File: src/rtl/lbpe_pkg.sv
// Shared constants for the LED blink pattern engine: register map,
// power-up values, field positions, timing table and envelope states.
// Assumes a 200 MHz core clock.
package lbpe_pkg;

    // Register map, 4-bit addresses
    localparam logic [3:0] ADDR_SEL_LO     = 4'h0;
    localparam logic [3:0] ADDR_SEL_MID    = 4'h1;
    localparam logic [3:0] ADDR_SEL_HI     = 4'h2;
    localparam logic [3:0] ADDR_RAMP_UP    = 4'h3;
    localparam logic [3:0] ADDR_HOLD_HIGH  = 4'h4;
    localparam logic [3:0] ADDR_RAMP_DOWN  = 4'h5;
    localparam logic [3:0] ADDR_DARK_1     = 4'h6;
    localparam logic [3:0] ADDR_DARK_2     = 4'h7;
    localparam logic [3:0] ADDR_PEAK       = 4'h8;
    localparam logic [3:0] ADDR_MASTER     = 4'h9;
    localparam logic [3:0] ADDR_INIT       = 4'hA;

    // Power-up values
    localparam logic [7:0] RST_SEL         = 8'h00;
    localparam logic [7:0] RST_TIME        = 8'h44;
    localparam logic [7:0] RST_PEAK        = 8'hFF;
    localparam logic [7:0] RST_MASTER      = 8'h0F;
    localparam logic [7:0] READ_UNMAPPED   = 8'h00;

    // Field positions
    localparam int unsigned CHAN_A_LSB     = 0;
    localparam int unsigned CHAN_B_LSB     = 4;
    localparam int unsigned MASTER_LVL_LSB = 0;
    localparam int unsigned USE_MASTER_A   = 4;
    localparam int unsigned USE_MASTER_B   = 5;
    localparam int unsigned ONE_SHOT_A     = 6;
    localparam int unsigned ONE_SHOT_B     = 7;
    localparam int unsigned NUM_OUTPUTS    = 7;

    // Timing
    localparam int unsigned CLK_PERIOD_NS  = 5;
    localparam int unsigned FRAME_MS       = 8;
    localparam int unsigned FRAME_NS       = FRAME_MS * 1000000;
    localparam int unsigned FRAME_CYCLES   = FRAME_NS / CLK_PERIOD_NS;
    localparam int unsigned PWM_SLOTS      = 15;
    localparam int unsigned SLOT_CYCLES    = FRAME_CYCLES / PWM_SLOTS;
    localparam int unsigned SEG_W          = 11;

    localparam int unsigned TIME_MS_TABLE [0:15] = '{0, 64, 128, 192, 256, 384, 512, 768,
                                                    1024, 1536, 2048, 3072, 4096, 5760, 8128, 16320};

    // Segment length in intensity frames for a 4-bit time code
    function automatic logic [SEG_W-1:0] lbpe_code_frames(input logic [3:0] code);
        lbpe_code_frames = SEG_W'(TIME_MS_TABLE[code] / FRAME_MS);
    endfunction

    typedef enum logic [7:0] {
        ENV_RISE_1 = 8'h01,
        ENV_HOLD_1 = 8'h02,
        ENV_FALL_1 = 8'h04,
        ENV_DARK_1 = 8'h08,
        ENV_RISE_2 = 8'h10,
        ENV_HOLD_2 = 8'h20,
        ENV_FALL_2 = 8'h40,
        ENV_DARK_2 = 8'h80
    } lbpe_env_state_t;

endpackage

File: src/rtl/lbpe_engine.sv
// Seven-output LED pattern engine: byte register bank, intensity frame
// timebase, two blink envelopes and open-drain output selection.
// Assumes the serial bus front end delivers decoded byte writes and reads.
`timescale 1ns/100ps
module lbpe_engine
    import lbpe_pkg::*;
#(
    parameter int unsigned SLOT_CYCLES_P = SLOT_CYCLES
)(
    input  wire logic                   core_clk_in,
    input  wire logic                   rst_in,
    input  wire logic                   reg_wr_en_in,
    input  wire logic [3:0]             reg_wr_addr_in,
    input  wire logic [7:0]             reg_wr_data_in,
    input  wire logic                   reg_rd_en_in,
    input  wire logic [3:0]             reg_rd_addr_in,
    output logic      [7:0]             reg_rd_data_out,
    output logic                        reg_rd_valid_out,
    output logic      [NUM_OUTPUTS-1:0] led_output_pin_o_out,
    output logic      [NUM_OUTPUTS-1:0] led_output_pin_oe_out,
    output logic                        frame_tick_out
);

    localparam int unsigned SLOT_W = (SLOT_CYCLES_P > 1) ? $clog2(SLOT_CYCLES_P) : 1;

    logic [7:0]        output_state_sel_lo_reg;
    logic [7:0]        output_state_sel_mid_reg;
    logic [7:0]        output_state_sel_hi_reg;
    logic [7:0]        ramp_up_time_reg;
    logic [7:0]        hold_high_time_reg;
    logic [7:0]        ramp_down_time_reg;
    logic [7:0]        first_dark_time_reg;
    logic [7:0]        second_dark_time_reg;
    logic [7:0]        peak_intensity_reg;
    logic [7:0]        single_shot_master_level_reg;
    logic              restart_reg;
    logic [7:0]        rd_data_next;

    logic [SLOT_W-1:0] slot_cnt_reg;
    logic [3:0]        slot_idx_reg;
    logic              frame_tick_reg;
    logic              slot_wrap;

    logic [3:0]        master_level;
    logic [3:0]        channel_a_peak_value;
    logic [3:0]        channel_b_peak_value;
    logic [3:0]        chan_a_peak;
    logic [3:0]        chan_b_peak;
    logic [3:0]        chan_a_env;
    logic [3:0]        chan_b_env;
    logic              channel_a_modulator;
    logic              channel_b_modulator;
    logic              master_modulator;
    logic              peak_a_modulator;
    logic              peak_b_modulator;

    // Register bank writes; the address comes from the low nibble of the command byte
    always_ff @(posedge core_clk_in) begin
        if (rst_in) begin
            output_state_sel_lo_reg      <= RST_SEL;
            output_state_sel_mid_reg     <= RST_SEL;
            output_state_sel_hi_reg      <= RST_SEL;
            ramp_up_time_reg             <= RST_TIME;
            hold_high_time_reg           <= RST_TIME;
            ramp_down_time_reg           <= RST_TIME;
            first_dark_time_reg          <= RST_TIME;
            second_dark_time_reg         <= RST_TIME;
            peak_intensity_reg           <= RST_PEAK;
            single_shot_master_level_reg <= RST_MASTER;
        end else if (reg_wr_en_in) begin
            unique case (reg_wr_addr_in)
                ADDR_SEL_LO:    output_state_sel_lo_reg      <= reg_wr_data_in;
                ADDR_SEL_MID:   output_state_sel_mid_reg     <= reg_wr_data_in;
                ADDR_SEL_HI:    output_state_sel_hi_reg      <= reg_wr_data_in;
                ADDR_RAMP_UP:   ramp_up_time_reg             <= reg_wr_data_in;
                ADDR_HOLD_HIGH: hold_high_time_reg           <= reg_wr_data_in;
                ADDR_RAMP_DOWN: ramp_down_time_reg           <= reg_wr_data_in;
                ADDR_DARK_1:    first_dark_time_reg          <= reg_wr_data_in;
                ADDR_DARK_2:    second_dark_time_reg         <= reg_wr_data_in;
                ADDR_PEAK:      peak_intensity_reg           <= reg_wr_data_in;
                ADDR_MASTER:    single_shot_master_level_reg <= reg_wr_data_in;
                default:        ;
            endcase
        end
    end

    // Writing the initialization address stores nothing and restarts both envelopes
    always_ff @(posedge core_clk_in) begin
        if (rst_in) begin
            restart_reg <= 1'b0;
        end else begin
            restart_reg <= reg_wr_en_in && (reg_wr_addr_in == ADDR_INIT);
        end
    end

    // Read mux; the initialization and unused addresses read as zero
    always_comb begin
        unique case (reg_rd_addr_in)
            ADDR_SEL_LO:    rd_data_next = output_state_sel_lo_reg;
            ADDR_SEL_MID:   rd_data_next = output_state_sel_mid_reg;
            ADDR_SEL_HI:    rd_data_next = output_state_sel_hi_reg;
            ADDR_RAMP_UP:   rd_data_next = ramp_up_time_reg;
            ADDR_HOLD_HIGH: rd_data_next = hold_high_time_reg;
            ADDR_RAMP_DOWN: rd_data_next = ramp_down_time_reg;
            ADDR_DARK_1:    rd_data_next = first_dark_time_reg;
            ADDR_DARK_2:    rd_data_next = second_dark_time_reg;
            ADDR_PEAK:      rd_data_next = peak_intensity_reg;
            ADDR_MASTER:    rd_data_next = single_shot_master_level_reg;
            default:        rd_data_next = READ_UNMAPPED;
        endcase
    end

    always_ff @(posedge core_clk_in) begin
        if (rst_in) begin
            reg_rd_data_out  <= READ_UNMAPPED;
            reg_rd_valid_out <= 1'b0;
        end else begin
            reg_rd_valid_out <= reg_rd_en_in;
            if (reg_rd_en_in) begin
                reg_rd_data_out <= rd_data_next;
            end
        end
    end

    // Timebase: fifteen duty slots make one intensity frame
    assign slot_wrap = (slot_cnt_reg == SLOT_W'(SLOT_CYCLES_P - 1));

    always_ff @(posedge core_clk_in) begin
        if (rst_in) begin
            slot_cnt_reg <= '0;
        end else if (slot_wrap) begin
            slot_cnt_reg <= '0;
        end else begin
            slot_cnt_reg <= slot_cnt_reg + SLOT_W'(1);
        end
    end

    always_ff @(posedge core_clk_in) begin
        if (rst_in) begin
            slot_idx_reg   <= 4'h0;
            frame_tick_reg <= 1'b0;
        end else begin
            frame_tick_reg <= 1'b0;
            if (slot_wrap) begin
                if (slot_idx_reg == 4'(PWM_SLOTS - 1)) begin
                    slot_idx_reg   <= 4'h0;
                    frame_tick_reg <= 1'b1;
                end else begin
                    slot_idx_reg <= slot_idx_reg + 4'h1;
                end
            end
        end
    end

    assign frame_tick_out = frame_tick_reg;

    // Peak source per channel
    assign master_level         = single_shot_master_level_reg[MASTER_LVL_LSB +: 4];
    assign channel_a_peak_value = peak_intensity_reg[CHAN_A_LSB +: 4];
    assign channel_b_peak_value = peak_intensity_reg[CHAN_B_LSB +: 4];
    assign chan_a_peak = single_shot_master_level_reg[USE_MASTER_A] ? master_level
                                                                     : channel_a_peak_value;
    assign chan_b_peak = single_shot_master_level_reg[USE_MASTER_B] ? master_level
                                                                     : channel_b_peak_value;

    lbpe_envelope u_env_a (
        .core_clk_in   (core_clk_in),
        .rst_in        (rst_in),
        .frame_tick_in (frame_tick_reg),
        .restart_in    (restart_reg),
        .one_shot_in   (single_shot_master_level_reg[ONE_SHOT_A]),
        .rise_code_in  (ramp_up_time_reg[CHAN_A_LSB +: 4]),
        .hold_code_in  (hold_high_time_reg[CHAN_A_LSB +: 4]),
        .fall_code_in  (ramp_down_time_reg[CHAN_A_LSB +: 4]),
        .dark1_code_in (first_dark_time_reg[CHAN_A_LSB +: 4]),
        .dark2_code_in (second_dark_time_reg[CHAN_A_LSB +: 4]),
        .peak_in       (chan_a_peak),
        .level_out     (chan_a_env)
    );

    lbpe_envelope u_env_b (
        .core_clk_in   (core_clk_in),
        .rst_in        (rst_in),
        .frame_tick_in (frame_tick_reg),
        .restart_in    (restart_reg),
        .one_shot_in   (single_shot_master_level_reg[ONE_SHOT_B]),
        .rise_code_in  (ramp_up_time_reg[CHAN_B_LSB +: 4]),
        .hold_code_in  (hold_high_time_reg[CHAN_B_LSB +: 4]),
        .fall_code_in  (ramp_down_time_reg[CHAN_B_LSB +: 4]),
        .dark1_code_in (first_dark_time_reg[CHAN_B_LSB +: 4]),
        .dark2_code_in (second_dark_time_reg[CHAN_B_LSB +: 4]),
        .peak_in       (chan_b_peak),
        .level_out     (chan_b_env)
    );

    // A level of n lights n of the fifteen slots in each frame
    assign channel_a_modulator = chan_a_env > slot_idx_reg;
    assign channel_b_modulator = chan_b_env > slot_idx_reg;
    assign peak_a_modulator    = chan_a_peak > slot_idx_reg;
    assign peak_b_modulator    = chan_b_peak > slot_idx_reg;
    assign master_modulator    = master_level > slot_idx_reg;

    // Open-drain outputs: enable high pulls the LED pin low; bit 7 is not used
    genvar n;
    generate
        for (n = 0; n < NUM_OUTPUTS; n++) begin : g_out
            logic [2:0] mode;
            logic       drive_next;

            assign mode = {output_state_sel_hi_reg[n], output_state_sel_mid_reg[n],
                           output_state_sel_lo_reg[n]};

            always_comb begin
                unique case (mode)
                    3'h0, 3'h1: drive_next = 1'b0;
                    3'h2:       drive_next = peak_a_modulator;
                    3'h3:       drive_next = peak_b_modulator;
                    3'h4:       drive_next = 1'b1;
                    3'h5:       drive_next = master_modulator;
                    3'h6:       drive_next = channel_a_modulator;
                    3'h7:       drive_next = channel_b_modulator;
                endcase
            end

            always_ff @(posedge core_clk_in) begin
                if (rst_in) begin
                    led_output_pin_oe_out[n] <= 1'b0;
                    led_output_pin_o_out[n]  <= 1'b0;
                end else begin
                    led_output_pin_oe_out[n] <= drive_next;
                    led_output_pin_o_out[n]  <= 1'b0;
                end
            end
        end
    endgenerate

endmodule // lbpe_engine

File: src/rtl/lbpe_envelope.sv
// Double-pulse blink envelope for one pattern channel.
// Assumes a one-cycle frame tick every intensity update period.
`timescale 1ns/100ps
module lbpe_envelope
    import lbpe_pkg::*;
(
    input  wire logic       core_clk_in,
    input  wire logic       rst_in,
    input  wire logic       frame_tick_in,
    input  wire logic       restart_in,
    input  wire logic       one_shot_in,
    input  wire logic [3:0] rise_code_in,
    input  wire logic [3:0] hold_code_in,
    input  wire logic [3:0] fall_code_in,
    input  wire logic [3:0] dark1_code_in,
    input  wire logic [3:0] dark2_code_in,
    input  wire logic [3:0] peak_in,
    output logic      [3:0] level_out
);

    lbpe_env_state_t  state_reg;
    lbpe_env_state_t  state_next;
    logic [SEG_W-1:0] seg_cnt_reg;
    logic [SEG_W:0]   acc_reg;
    logic [3:0]       ramp_reg;
    logic             halted_reg;
    logic [SEG_W-1:0] cur_len;
    logic [SEG_W:0]   acc_sum;
    logic             seg_done;

    function automatic lbpe_env_state_t succ(input lbpe_env_state_t s);
        unique case (s)
            ENV_RISE_1: succ = ENV_HOLD_1;
            ENV_HOLD_1: succ = ENV_FALL_1;
            ENV_FALL_1: succ = ENV_DARK_1;
            ENV_DARK_1: succ = ENV_RISE_2;
            ENV_RISE_2: succ = ENV_HOLD_2;
            ENV_HOLD_2: succ = ENV_FALL_2;
            ENV_FALL_2: succ = ENV_DARK_2;
            ENV_DARK_2: succ = ENV_RISE_1;
        endcase
    endfunction

    function automatic logic [SEG_W-1:0] seg_len(input lbpe_env_state_t s, input logic [3:0] r,
                                                 input logic [3:0] h, input logic [3:0] f,
                                                 input logic [3:0] d1, input logic [3:0] d2);
        unique case (s)
            ENV_RISE_1, ENV_RISE_2: seg_len = lbpe_code_frames(r);
            ENV_HOLD_1, ENV_HOLD_2: seg_len = lbpe_code_frames(h);
            ENV_FALL_1, ENV_FALL_2: seg_len = lbpe_code_frames(f);
            ENV_DARK_1:             seg_len = lbpe_code_frames(d1);
            ENV_DARK_2:             seg_len = lbpe_code_frames(d2);
        endcase
    endfunction

    assign cur_len  = seg_len(state_reg, rise_code_in, hold_code_in, fall_code_in, dark1_code_in, dark2_code_in);
    assign seg_done = (seg_cnt_reg + SEG_W'(1)) >= cur_len;
    assign acc_sum  = acc_reg + {{(SEG_W-3){1'b0}}, peak_in};

    // Next segment, passing over zero-length ones
    always_comb begin
        state_next = succ(state_reg);
        for (int i = 0; i < 7; i++) begin
            if (seg_len(state_next, rise_code_in, hold_code_in, fall_code_in,
                        dark1_code_in, dark2_code_in) == '0) begin
                state_next = succ(state_next);
            end
        end
    end

    always_ff @(posedge core_clk_in) begin
        if (rst_in || restart_in) begin
            state_reg   <= ENV_RISE_1;
            seg_cnt_reg <= '0;
            halted_reg  <= 1'b0;
        end else if (frame_tick_in && !halted_reg) begin
            if (seg_done) begin
                seg_cnt_reg <= '0;
                if (one_shot_in && state_reg == ENV_DARK_2) begin
                    halted_reg <= 1'b1;
                end else begin
                    state_reg <= state_next;
                end
            end else begin
                seg_cnt_reg <= seg_cnt_reg + SEG_W'(1);
            end
        end
    end

    // Ramp level advances by peak/length per frame, at most two steps
    always_ff @(posedge core_clk_in) begin
        if (rst_in || restart_in) begin
            acc_reg  <= '0;
            ramp_reg <= 4'h0;
        end else if (frame_tick_in && !halted_reg) begin
            if (seg_done) begin
                acc_reg  <= '0;
                ramp_reg <= (state_next == ENV_FALL_1 || state_next == ENV_FALL_2) ? peak_in : 4'h0;
            end else if (acc_sum >= {cur_len, 1'b0}) begin
                acc_reg  <= acc_sum - {cur_len, 1'b0};
                ramp_reg <= (state_reg == ENV_RISE_1 || state_reg == ENV_RISE_2) ?
                            ((ramp_reg + 4'h2 > peak_in || ramp_reg > 4'hD) ? peak_in : ramp_reg + 4'h2) :
                            ((ramp_reg < 4'h2) ? 4'h0 : ramp_reg - 4'h2);
            end else if (acc_sum >= {1'b0, cur_len}) begin
                acc_reg  <= acc_sum - {1'b0, cur_len};
                ramp_reg <= (state_reg == ENV_RISE_1 || state_reg == ENV_RISE_2) ?
                            ((ramp_reg >= peak_in) ? peak_in : ramp_reg + 4'h1) :
                            ((ramp_reg == 4'h0) ? 4'h0 : ramp_reg - 4'h1);
            end else begin
                acc_reg <= acc_sum;
            end
        end
    end

    always_comb begin
        if (halted_reg) begin
            level_out = 4'h0;
        end else begin
            unique case (state_reg)
                ENV_HOLD_1, ENV_HOLD_2: level_out = peak_in;
                ENV_DARK_1, ENV_DARK_2: level_out = 4'h0;
                default:                level_out = (ramp_reg > peak_in) ? peak_in : ramp_reg;
            endcase
        end
    end

endmodule // lbpe_envelope

File: config.mk
export PLATFORM = sky130hd
export DESIGN_NAME = lbpe_engine
export DESIGN_NICKNAME = d
export VERILOG_FILES = /design/src/rtl/lbpe_pkg.sv /design/src/rtl/lbpe_engine.sv /design/src/rtl/lbpe_envelope.sv
export SDC_FILE = /design/constraint.sdc
export NUM_CORES = 1
export LEC_CHECK = 0
export BUFFER_PORTS_ARGS = -buffer_cell sky130_fd_sc_hd__buf_2
export CORE_AREA = 3 3 189 191
export DETAILED_ROUTE_END_ITERATION = 10
export DIE_AREA = 0 0 192 194
export GPL_TIMING_DRIVEN = 0
export PLACE_DENSITY = 0.68
export SLEW_MARGIN = 30
export SYNTH_ARGS = -nofsm -noshare
export SYNTH_HDL_FRONTEND = slang
export SYNTH_SLANG_ARGS = --single-unit
File: constraint.sdc
create_clock -name core_clk_in -period 11.3 [get_ports core_clk_in]
set_input_delay 2.26 -clock core_clk_in [delete_from_list [all_inputs] [get_ports core_clk_in]]
set_output_delay 2.26 -clock core_clk_in [all_outputs]
set_load 0.02 [all_outputs]
Yosys cells after proc, flatten, opt, wreduce, memory -nomap -nowiden
Memories as Yosys holds them, arrays and structs flattened.
Index checks and enable logic that the tools add are counted.
{"block": "op_classes", "bitwise": 13, "n_eq_ne": 202, "magnitude_cmp": 31, "n_mux": 112, "n_reduce_logical": 116, "add_sub_neg": 18}
{"operator": "one-hot mux 8 bit (8 select lines)", "n": 16}
{"operator": "one-hot mux 11 bit (5 select lines)", "n": 16}
{"operator": "2-to-1 mux 14 bit", "n": 20}
{"operator": "logical NOT 11 bit", "n": 14}
{"operator": "equality test 8 x 3 -> 1 bit (second input constant)", "n": 18}
{"operator": "equality test 8 x 7 -> 1 bit (second input constant)", "n": 18}
{"operator": "equality test 8 x 1 -> 1 bit (second input constant)", "n": 16}
{"operator": "equality test 8 x 2 -> 1 bit (second input constant)", "n": 16}
{"operator": "equality test 8 x 4 -> 1 bit (second input constant)", "n": 16}
{"operator": "equality test 8 x 5 -> 1 bit (second input constant)", "n": 16}
{"operator": "equality test 8 x 6 -> 1 bit (second input constant)", "n": 16}
{"operator": "equality test 8 bit (second input constant)", "n": 16}
{"operator": "OR reduction 2 bit", "n": 59}
{"operator": "2-to-1 mux 8 bit", "n": 14}
{"operator": "2-to-1 mux 4 bit", "n": 27}
{"operator": "equality test 3 bit (second input constant)", "n": 28}
{"operator": "one-hot mux 8 bit (10 select lines)", "n": 1}
{"operator": "2-to-1 mux 12 bit", "n": 6}
{"operator": ">= comparator 5 bit (second input constant)", "n": 10}
{"operator": "inverter 4 -> 5 bit", "n": 10}
{"operator": "one-hot mux 1 bit (7 select lines)", "n": 7}
{"operator": "equality test 3 x 2 -> 1 bit (second input constant)", "n": 14}
{"operator": "greater-than comparator 4 bit", "n": 9}
{"operator": "equality test 4 x 3 -> 1 bit (second input constant)", "n": 8}
{"operator": "32 further kinds", "n": 101}
{"block": "totals", "mem_count": 10, "word_cells": 535, "output_inout_bits": 24, "rom_bits": 5120, "input_bits": 20, "reg_bits": 191}
{"memory": "(no name shown)", "words": 16, "word_bits": 32, "read_ports": 1, "rd_clocked_by_memory_dff": 0, "write_ports": 0, "line_no": "lbpe_pkg.sv:50", "source": "lbpe_code_frames = SEG_W'(TIME_MS_TABLE[code] / FRAME_MS);"}
{"memory": "(no name shown)", "words": 16, "word_bits": 32, "read_ports": 1, "rd_clocked_by_memory_dff": 0, "write_ports": 0, "line_no": "lbpe_pkg.sv:50"}
{"memory": "(no name shown)", "words": 16, "word_bits": 32, "read_ports": 1, "rd_clocked_by_memory_dff": 0, "write_ports": 0, "line_no": "lbpe_pkg.sv:50"}
{"memory": "(no name shown)", "words": 16, "word_bits": 32, "read_ports": 1, "rd_clocked_by_memory_dff": 0, "write_ports": 0, "line_no": "lbpe_pkg.sv:50"}
{"memory": "(no name shown)", "words": 16, "word_bits": 32, "read_ports": 1, "rd_clocked_by_memory_dff": 0, "write_ports": 0, "line_no": "lbpe_pkg.sv:50"}
{"memory": "(no name shown)", "words": 16, "word_bits": 32, "read_ports": 1, "rd_clocked_by_memory_dff": 0, "write_ports": 0, "line_no": "lbpe_pkg.sv:50"}
{"memory": "+4 memories"}

Depth between registers and ports, before layout
{"block": "depth", "depth_word": 41, "ltp_mapped": 27, "depth_no_buf": 25}

Modules after synthesis
Synthesis repeated with hierarchy kept, for this count alone.
{"block": "unflattened", "hier_cells": 2239, "area_unflattened_um2": 17085.1}
{"mod": "lbpe_engine", "area_each_um2": 6137.1, "seq_area_each_um2": 2382.3, "instances": 1, "cells_each": 700}
{"mod": "lbpe_envelope (u_env_b)", "area_each_um2": 5639.2, "seq_area_each_um2": 720.7, "instances": 1, "cells_each": 803}
{"mod": "lbpe_envelope (u_env_a)", "area_each_um2": 5308.8, "seq_area_each_um2": 720.7, "instances": 1, "cells_each": 736}

Worst setup path after synthesis
OpenSTA, ideal clock, no wires.
{"block": "synth_timing", "path_type": "reg2reg", "start": "reg u_env_b.state_reg[7]", "end": "reg u_env_b.state_reg[5]", "synth_period_minus_slack_ps": 4698, "path_stages_with_launch": 18, "setup_ps": 79, "path_buffers": 2, "slack_ps": 6602, "arrival_time_ps": 4618, "required_time_ps": 11221, "path_cell_list": "dfxtp_1 > buf_6 > or4_4 > or4_4 > a31oi_4 > a21oi_1 > o211a_1 > a21oi_4 > mux2_4 > a41o_1 > or3_1 > o21a_1 > buf_6 > or3_1 > nand4b_1 > nor3_1 > or3b_1 > a211oi_2"}
{"block": "synth_between", "elab_chain_cells": 37, "word_cells_on_any_way": 122, "classes_between": "order compare (1); eq/ne (64); mux (23); bitwise (1); reduce/logical (33)"}
{"element": "start: declaration", "line_no": "lbpe_envelope.sv:21", "source": "lbpe_env_state_t state_reg;"}
{"element": "start signal: assignment", "line_no": "lbpe_envelope.sv:82", "source": "state_reg <= state_next;"}
{"element": "equality test 8 bit (tied with other cells)", "line_no": "lbpe_envelope.sv:32, lbpe_envelope.sv:47, lbpe_envelope.sv:79"}
{"element": "one-hot mux 8 bit (8 select lines)", "line_no": "lbpe_envelope.sv:32", "source": "unique case (s)"}
{"element": "equality test 8 x 3 -> 1 bit (tied with other cells)", "line_no": "lbpe_envelope.sv:32, lbpe_envelope.sv:47"}
{"element": "OR reduction 2 bit", "line_no": "lbpe_envelope.sv:47", "source": "unique case (s)"}
{"element": "one-hot mux 11 bit (5 select lines)", "line_no": "lbpe_envelope.sv:47"}
{"element": "logical NOT 11 bit", "line_no": "lbpe_envelope.sv:64", "source": "if (seg_len(state_next, rise_code_in, hold_code_in, fall_code_in,"}
{"element": "2-to-1 mux 8 bit", "line_no": "lbpe_envelope.sv:64"}
{"element": "equality test 8 x 3 -> 1 bit (tied with other cells)", "line_no": "lbpe_envelope.sv:32, lbpe_envelope.sv:47"}
{"element": "[... 21 more ...]"}
{"element": "one-hot mux 11 bit (5 select lines)", "line_no": "lbpe_envelope.sv:47"}
{"element": "logical NOT 11 bit", "line_no": "lbpe_envelope.sv:64"}
{"element": "2-to-1 mux 8 bit", "line_no": "lbpe_envelope.sv:64"}
{"element": "equality test 8 x 3 -> 1 bit (tied with other cells)", "line_no": "lbpe_envelope.sv:32, lbpe_envelope.sv:47"}
{"element": "OR reduction 2 bit", "line_no": "lbpe_envelope.sv:47"}
{"element": "one-hot mux 11 bit (5 select lines)", "line_no": "lbpe_envelope.sv:47"}
{"element": "logical NOT 11 bit", "line_no": "lbpe_envelope.sv:64"}
{"element": "2-to-1 mux 8 bit", "line_no": "lbpe_envelope.sv:64"}
Several ways; a longest one is shown, not always the timed one.
A chain may end at the register's enable or synchronous reset.

Worst setup path in the final report
{"block": "layout_timing", "start": "reg second_dark_time_reg[0]", "end": "reg u_env_a.state_reg[5]"}
{"block": "layout_between", "elab_chain_cells": 37, "word_cells_on_any_way": 100, "classes_between": "order compare (1); eq/ne (48); mux (23); bitwise (1); reduce/logical (26); memory (1)"}
{"element": "start: declaration", "line_no": "lbpe_engine.sv:33", "source": "logic [7:0] second_dark_time_reg;"}
{"element": "start signal: assignment", "line_no": "lbpe_engine.sv:79", "source": "ADDR_DARK_2: second_dark_time_reg <= reg_wr_data_in;"}
{"element": "inverter 4 -> 5 bit (not written as such) *", "line_no": "lbpe_pkg.sv:50"}
{"element": "memory (16 x 32 bit) *"}
{"element": "2-to-1 mux 14 bit (not written as such) * (2 in a row)", "line_no": "lbpe_pkg.sv:50"}
{"element": "one-hot mux 11 bit (5 select lines)", "line_no": "lbpe_envelope.sv:47"}
{"element": "logical NOT 11 bit", "line_no": "lbpe_envelope.sv:64"}
{"element": "2-to-1 mux 8 bit", "line_no": "lbpe_envelope.sv:64"}
{"element": "equality test 8 x 3 -> 1 bit (tied with other cells)", "line_no": "lbpe_envelope.sv:32, lbpe_envelope.sv:47"}
{"element": "OR reduction 2 bit", "line_no": "lbpe_envelope.sv:47"}
{"element": "[... 20 more ...]"}
{"element": "one-hot mux 11 bit (5 select lines)", "line_no": "lbpe_envelope.sv:47"}
{"element": "logical NOT 11 bit", "line_no": "lbpe_envelope.sv:64"}
{"element": "2-to-1 mux 8 bit", "line_no": "lbpe_envelope.sv:64"}
{"element": "equality test 8 x 3 -> 1 bit (tied with other cells)", "line_no": "lbpe_envelope.sv:32, lbpe_envelope.sv:47"}
{"element": "OR reduction 2 bit", "line_no": "lbpe_envelope.sv:47"}
{"element": "one-hot mux 11 bit (5 select lines)", "line_no": "lbpe_envelope.sv:47"}
{"element": "logical NOT 11 bit", "line_no": "lbpe_envelope.sv:64"}
{"element": "2-to-1 mux 8 bit", "line_no": "lbpe_envelope.sv:64"}
{"element": "end signal: assignment", "line_no": "lbpe_envelope.sv:82"}
{"element": "end: declaration", "line_no": "lbpe_envelope.sv:21"}
Mark *: on every way between the ends. The rest lies on a longest branch, timed or not. The select of a mux whose other input is x is not followed.

==> summary.md <==
| Metric | Value |
|---|---|
| Worst EP arrival | `~6200 ps` |
| Status | `finished clean` |
| Setup bufs post-CTS | `0` |
| Die X | `about 190 um` |
| Tcrit/Tclk final | `0.5191` |
| Layout area overhead | `8.376%` |
| Synth warn | `0` |
| Worst-Margin Slew | `1033 ps` |
| Async S/R FF share, synth | `0` |
| Pin count of the biggest net entering global routing | `23` |
| Final Util | `0.5359` |
| Final TNS setup | `0 ps` |
| Final global-route overflow total | `0` |
| CP Launch Type | `register` |
| Vias in the first global route | `between 15000 and 20000` |
| # hold bufs at CTS | `0` |
| R2R setup slack | `5430 ps` |
| Gr usage total | `0.2840` |
| Pwr Density | `a little over 80 nW/um^2` |
| Net Sw Frac | `0.3001` |
| Worst-path clk slew | `90 ps` |
| Vias | `17430` |
| Root Driver | `clkbuf_16` |
| Final WL | `54.40 mm` |
| Worst Path Required | `11680 ps` |
| Synth Area per Inst | `7.472 sq um` |
| Hold path endpoint | `reg_rd_data_out[1]` |
| P_leak | `~7.2 nW` |
| Fin nets | `~2500` |
| Antenna diodes | `0` |
| Final setup fails | `0` |
| Final RePlAce weighted congestion | `0.9843` |
| Top FF cell, synth | `dfxtp_1` |
| Core Box Area | `34290 sq um` |
| DR vias/cell | `6.248` |
| Num rows | `68` |
| Max_cap viols | `0` |
| Count of final hold-check violations | `0` |
| Yosys reg bits | `191` |
| Max Freq | `roughly 170 MHz` |
| Crit Reg-Reg Endpoint | `u_env_a.state_reg[5]` |
| DP HPWL | `41.28 mm` |
| Post-route minimum period | `5866 ps` |
| Switch Pwr | `approximately 0.45 mW` |
| Post-synth EDFFs | `0` |
| Hold crit path type | `reg2reg` |
| # clock sinks | `191` |
| Max Clock Skew | `18.45 ps` |
| Worst Hold Path Cells | `2` |
| Seq/Total Area, Yosys | `0.2255` |
| Gate Count Post-Synth | `2269` |
| CTS buffer count | `17` |
| Critical path fanouts, max | `10` |
| Initial antenna violation count | `2` |
| DR iter-0 viols | `1362` |
| Post-cts resize count | `0` |
| Largest register FFs | `17` |
| Total Die Area | `37250 sq um` |
| Worst-case reg-to-reg path depth | `18` |
| IR drop worst, VDD | `157.1 uV` |
| Max Buffers Root-to-Sink | `2` |
| Clock tree from TritonCTS | `built` |
| Starting density of the core | `0.4945` |
| Antenna-violating nets left | `0` |
| Avg WL per Cell | `19.50 um` |
| Clock share of power | `0.446` |
| Crit path capture type | `register` |
| Int Power | `~1.1 mW` |
| Layout cell share with drive strength beyond 1 | `0.06684` |
| Boundary Pins | `44` |
| Worst-Skew Late Latency | `approximately 460 ps` |
| DR pass1 iterations | `8` |
| Worst slew margin | `0.3020` |
| Synthesized cell area | `16960 sq um` |
| Final Max Slew Viols | `0` |
| Die height | `194 um` |
| IO Port Bufs | `26` |
| Hold Path Origin | `reg_rd_data_out[1]` |
| Level count of the clock H-tree | `4` |
| First-pass GRT wire length | `86.17 mm` |
| DRC | `0` |
| Reg2reg start | `second_dark_time_reg[0]` |
| Share of total power in sequential cells | `0.453` |
| Setup repair after global routing missed its margin | `no` |
| Logic pwr share | `0.101` |
| Cell variety after synth | `94` |
| Critical path type | `reg2reg` |
==> routing by layer <==
| layer | part of all wire | global-route usage | up-vias |
|---|---|---|---|
| met1 | 0.44 | 0.3846 | 8299 |
| met3 | 0.056 | 0.03037 | 109 |
| met2 | 0.47 | 0.4694 | 644 |
| met5 | 0 | 0 | - |
| li1 | - | - | 8373 |
| met4 | 0.032 | 0.09741 | 0 |
==> worst max-delay path by stage <==
stage / to / cells past startpoint / slack, ps / start
after floorplan: u_env_b.state_reg[5] / 17 / 6600 / u_env_b.state_reg[7]
after global placement: u_env_a.state_reg[5] / 18 / 5530 / second_dark_time_reg[0]
after detailed placement: u_env_b.acc_reg[5] / 27 / 5550 / single_shot_master_level_reg[5]
after CTS: u_env_b.acc_reg[5] / 27 / 5490 / single_shot_master_level_reg[5]
after global routing: u_env_b.acc_reg[5] / 27 / 4690 / single_shot_master_level_reg[5]
final: u_env_a.state_reg[5] / 18 / 5430 / second_dark_time_reg[0]
==> power groups by stage <==
stage | sequential (mW) | clock, mW | combinational [mW]
2_1_floorplan | 0.700 | 0 | 0.103
3_3_place_gp | 0.700 | 0 | 0.146
3_5_place_dp | 0.701 | 0 | 0.149
4_1_cts | 0.685 | 0.680 | 0.150
5_1_grt | 0.686 | 0.706 | 0.166
6_report | 0.685 | 0.674 | 0.153
==> stage by stage <==
step / hold WS (ps) / cell area, sq um / cells / power [mW] / setup slack (ps)
3_3_place_gp: 453.7 / 17680 / 2756 / 0.8467 / 5525
6_report: 468.2 / 18380 / 2789 / 1.512 / 5434
2_1_floorplan: 440.9 / 16980 / 2275 / 0.8032 / 6602
3_5_place_dp: 460.9 / 17720 / 2757 / 0.8498 / 5548
5_1_grt: 487.2 / 18380 / 2789 / 1.558 / 4693
4_1_cts: 473.1 / 18370 / 2789 / 1.515 / 5494
==> worst max-delay path, cell delays in order, from the launching register on <==
cell and delay [ps]:
dfxtp_1 300, clkbuf_1 270, nor4_2 830, o22ai_1 330, a211oi_1 410, nor2_1 110
nor3_1 490, and2_1 210, clkbuf_1 270, nand4_1 260, and3_1 240, clkbuf_1 160
a21oi_2 370, o21ai_1 150, o21ai_0 460, and4b_1 280, nand3b_1 110, mux2_2 290
a311oi_1 250
==> cell families (layout without fill, tap and decap cells) <==
kind of cell / count (synthesis) / after routing / synth area share
flops: 191 / 191 / 0.2255
compound gates: 657 / 657 / 0.2530
other cells: 1 / 7 / 0.0002212
buf+inv: 206 / 265 / 0.04893
mux: 105 / 105 / 0.06575
simple gates: 893 / 893 / 0.2675
xor+xnor: 104 / 104 / 0.05372
fa+ha+maj: 112 / 112 / 0.08531
==> cells in the mapped netlist (7+ instances only) <==
| cell | count | area [sq um] |
|---|---|---|
| a211o_1 | 26 | 227.7 |
| a211oi_1 | 22 | 165.2 |
| a21boi_0 | 9 | 67.56 |
| a21o_1 | 31 | 232.7 |
| a21oi_1 | 161 | 805.8 |
| a221oi_1 | 8 | 70.07 |
| a22oi_1 | 39 | 292.8 |
| a31oi_1 | 33 | 206.5 |
| a32oi_1 | 10 | 87.58 |
| a41o_1 | 8 | 80.08 |
| and2_1 | 24 | 150.1 |
| and3_1 | 25 | 156.4 |
| buf_1 | 8 | 30.03 |
| buf_2 | 12 | 60.06 |
| buf_4 | 7 | 52.55 |
| clkbuf_1 | 126 | 473.0 |
| dfxtp_1 | 191 | 3824 |
| ha_1 | 106 | 1326 |
| inv_1 | 51 | 191.4 |
| mux2_2 | 17 | 191.4 |
| mux2i_1 | 84 | 840.8 |
| nand2_1 | 181 | 679.4 |
| nand2b_1 | 53 | 331.6 |
| nand3_1 | 68 | 340.3 |
| nand3b_1 | 25 | 187.7 |
| nand4_1 | 35 | 219.0 |
| nor2_1 | 270 | 1013 |
| nor2b_1 | 60 | 375.4 |
| nor3_1 | 53 | 265.3 |
| nor3b_1 | 11 | 82.58 |
| nor4_1 | 12 | 75.07 |
| o211ai_1 | 38 | 285.3 |
| o21a_1 | 12 | 90.09 |
| o21ai_0 | 161 | 805.8 |
| o22ai_1 | 17 | 106.4 |
| o31ai_1 | 8 | 60.06 |
| or2_2 | 13 | 81.33 |
| or3_1 | 12 | 75.07 |
| or4_1 | 9 | 67.56 |
| xnor2_1 | 52 | 455.4 |
| xor2_1 | 52 | 455.4 |
==> placed cells by master, fill, tap and decap left out, types with 51 or more instances in the layout <==
cell type and n:
nand2_1 181, o21ai_0 161, inv_1 51, nor2_1 267, nor2b_1 60, xnor2_1 52, nor3_1 52, xor2_1 52
nand3_1 68, dfxtp_1 191, nand2b_1 53, mux2i_1 84, ha_1 106, clkbuf_1 126, a21oi_1 161
==> final cells by class <==
cell class                 count  area [sq um]
fill                        3322         15910
multi-input combinational   1878         12360
sequential                   191          3824
buffer                       155         638.1
tap                          455         569.3
clock buffer                  17         425.4
clock inverter                15         227.7
inverter                      51         191.4
timing repair buffer          27         135.1
Power figures use the tool's default switching activity.
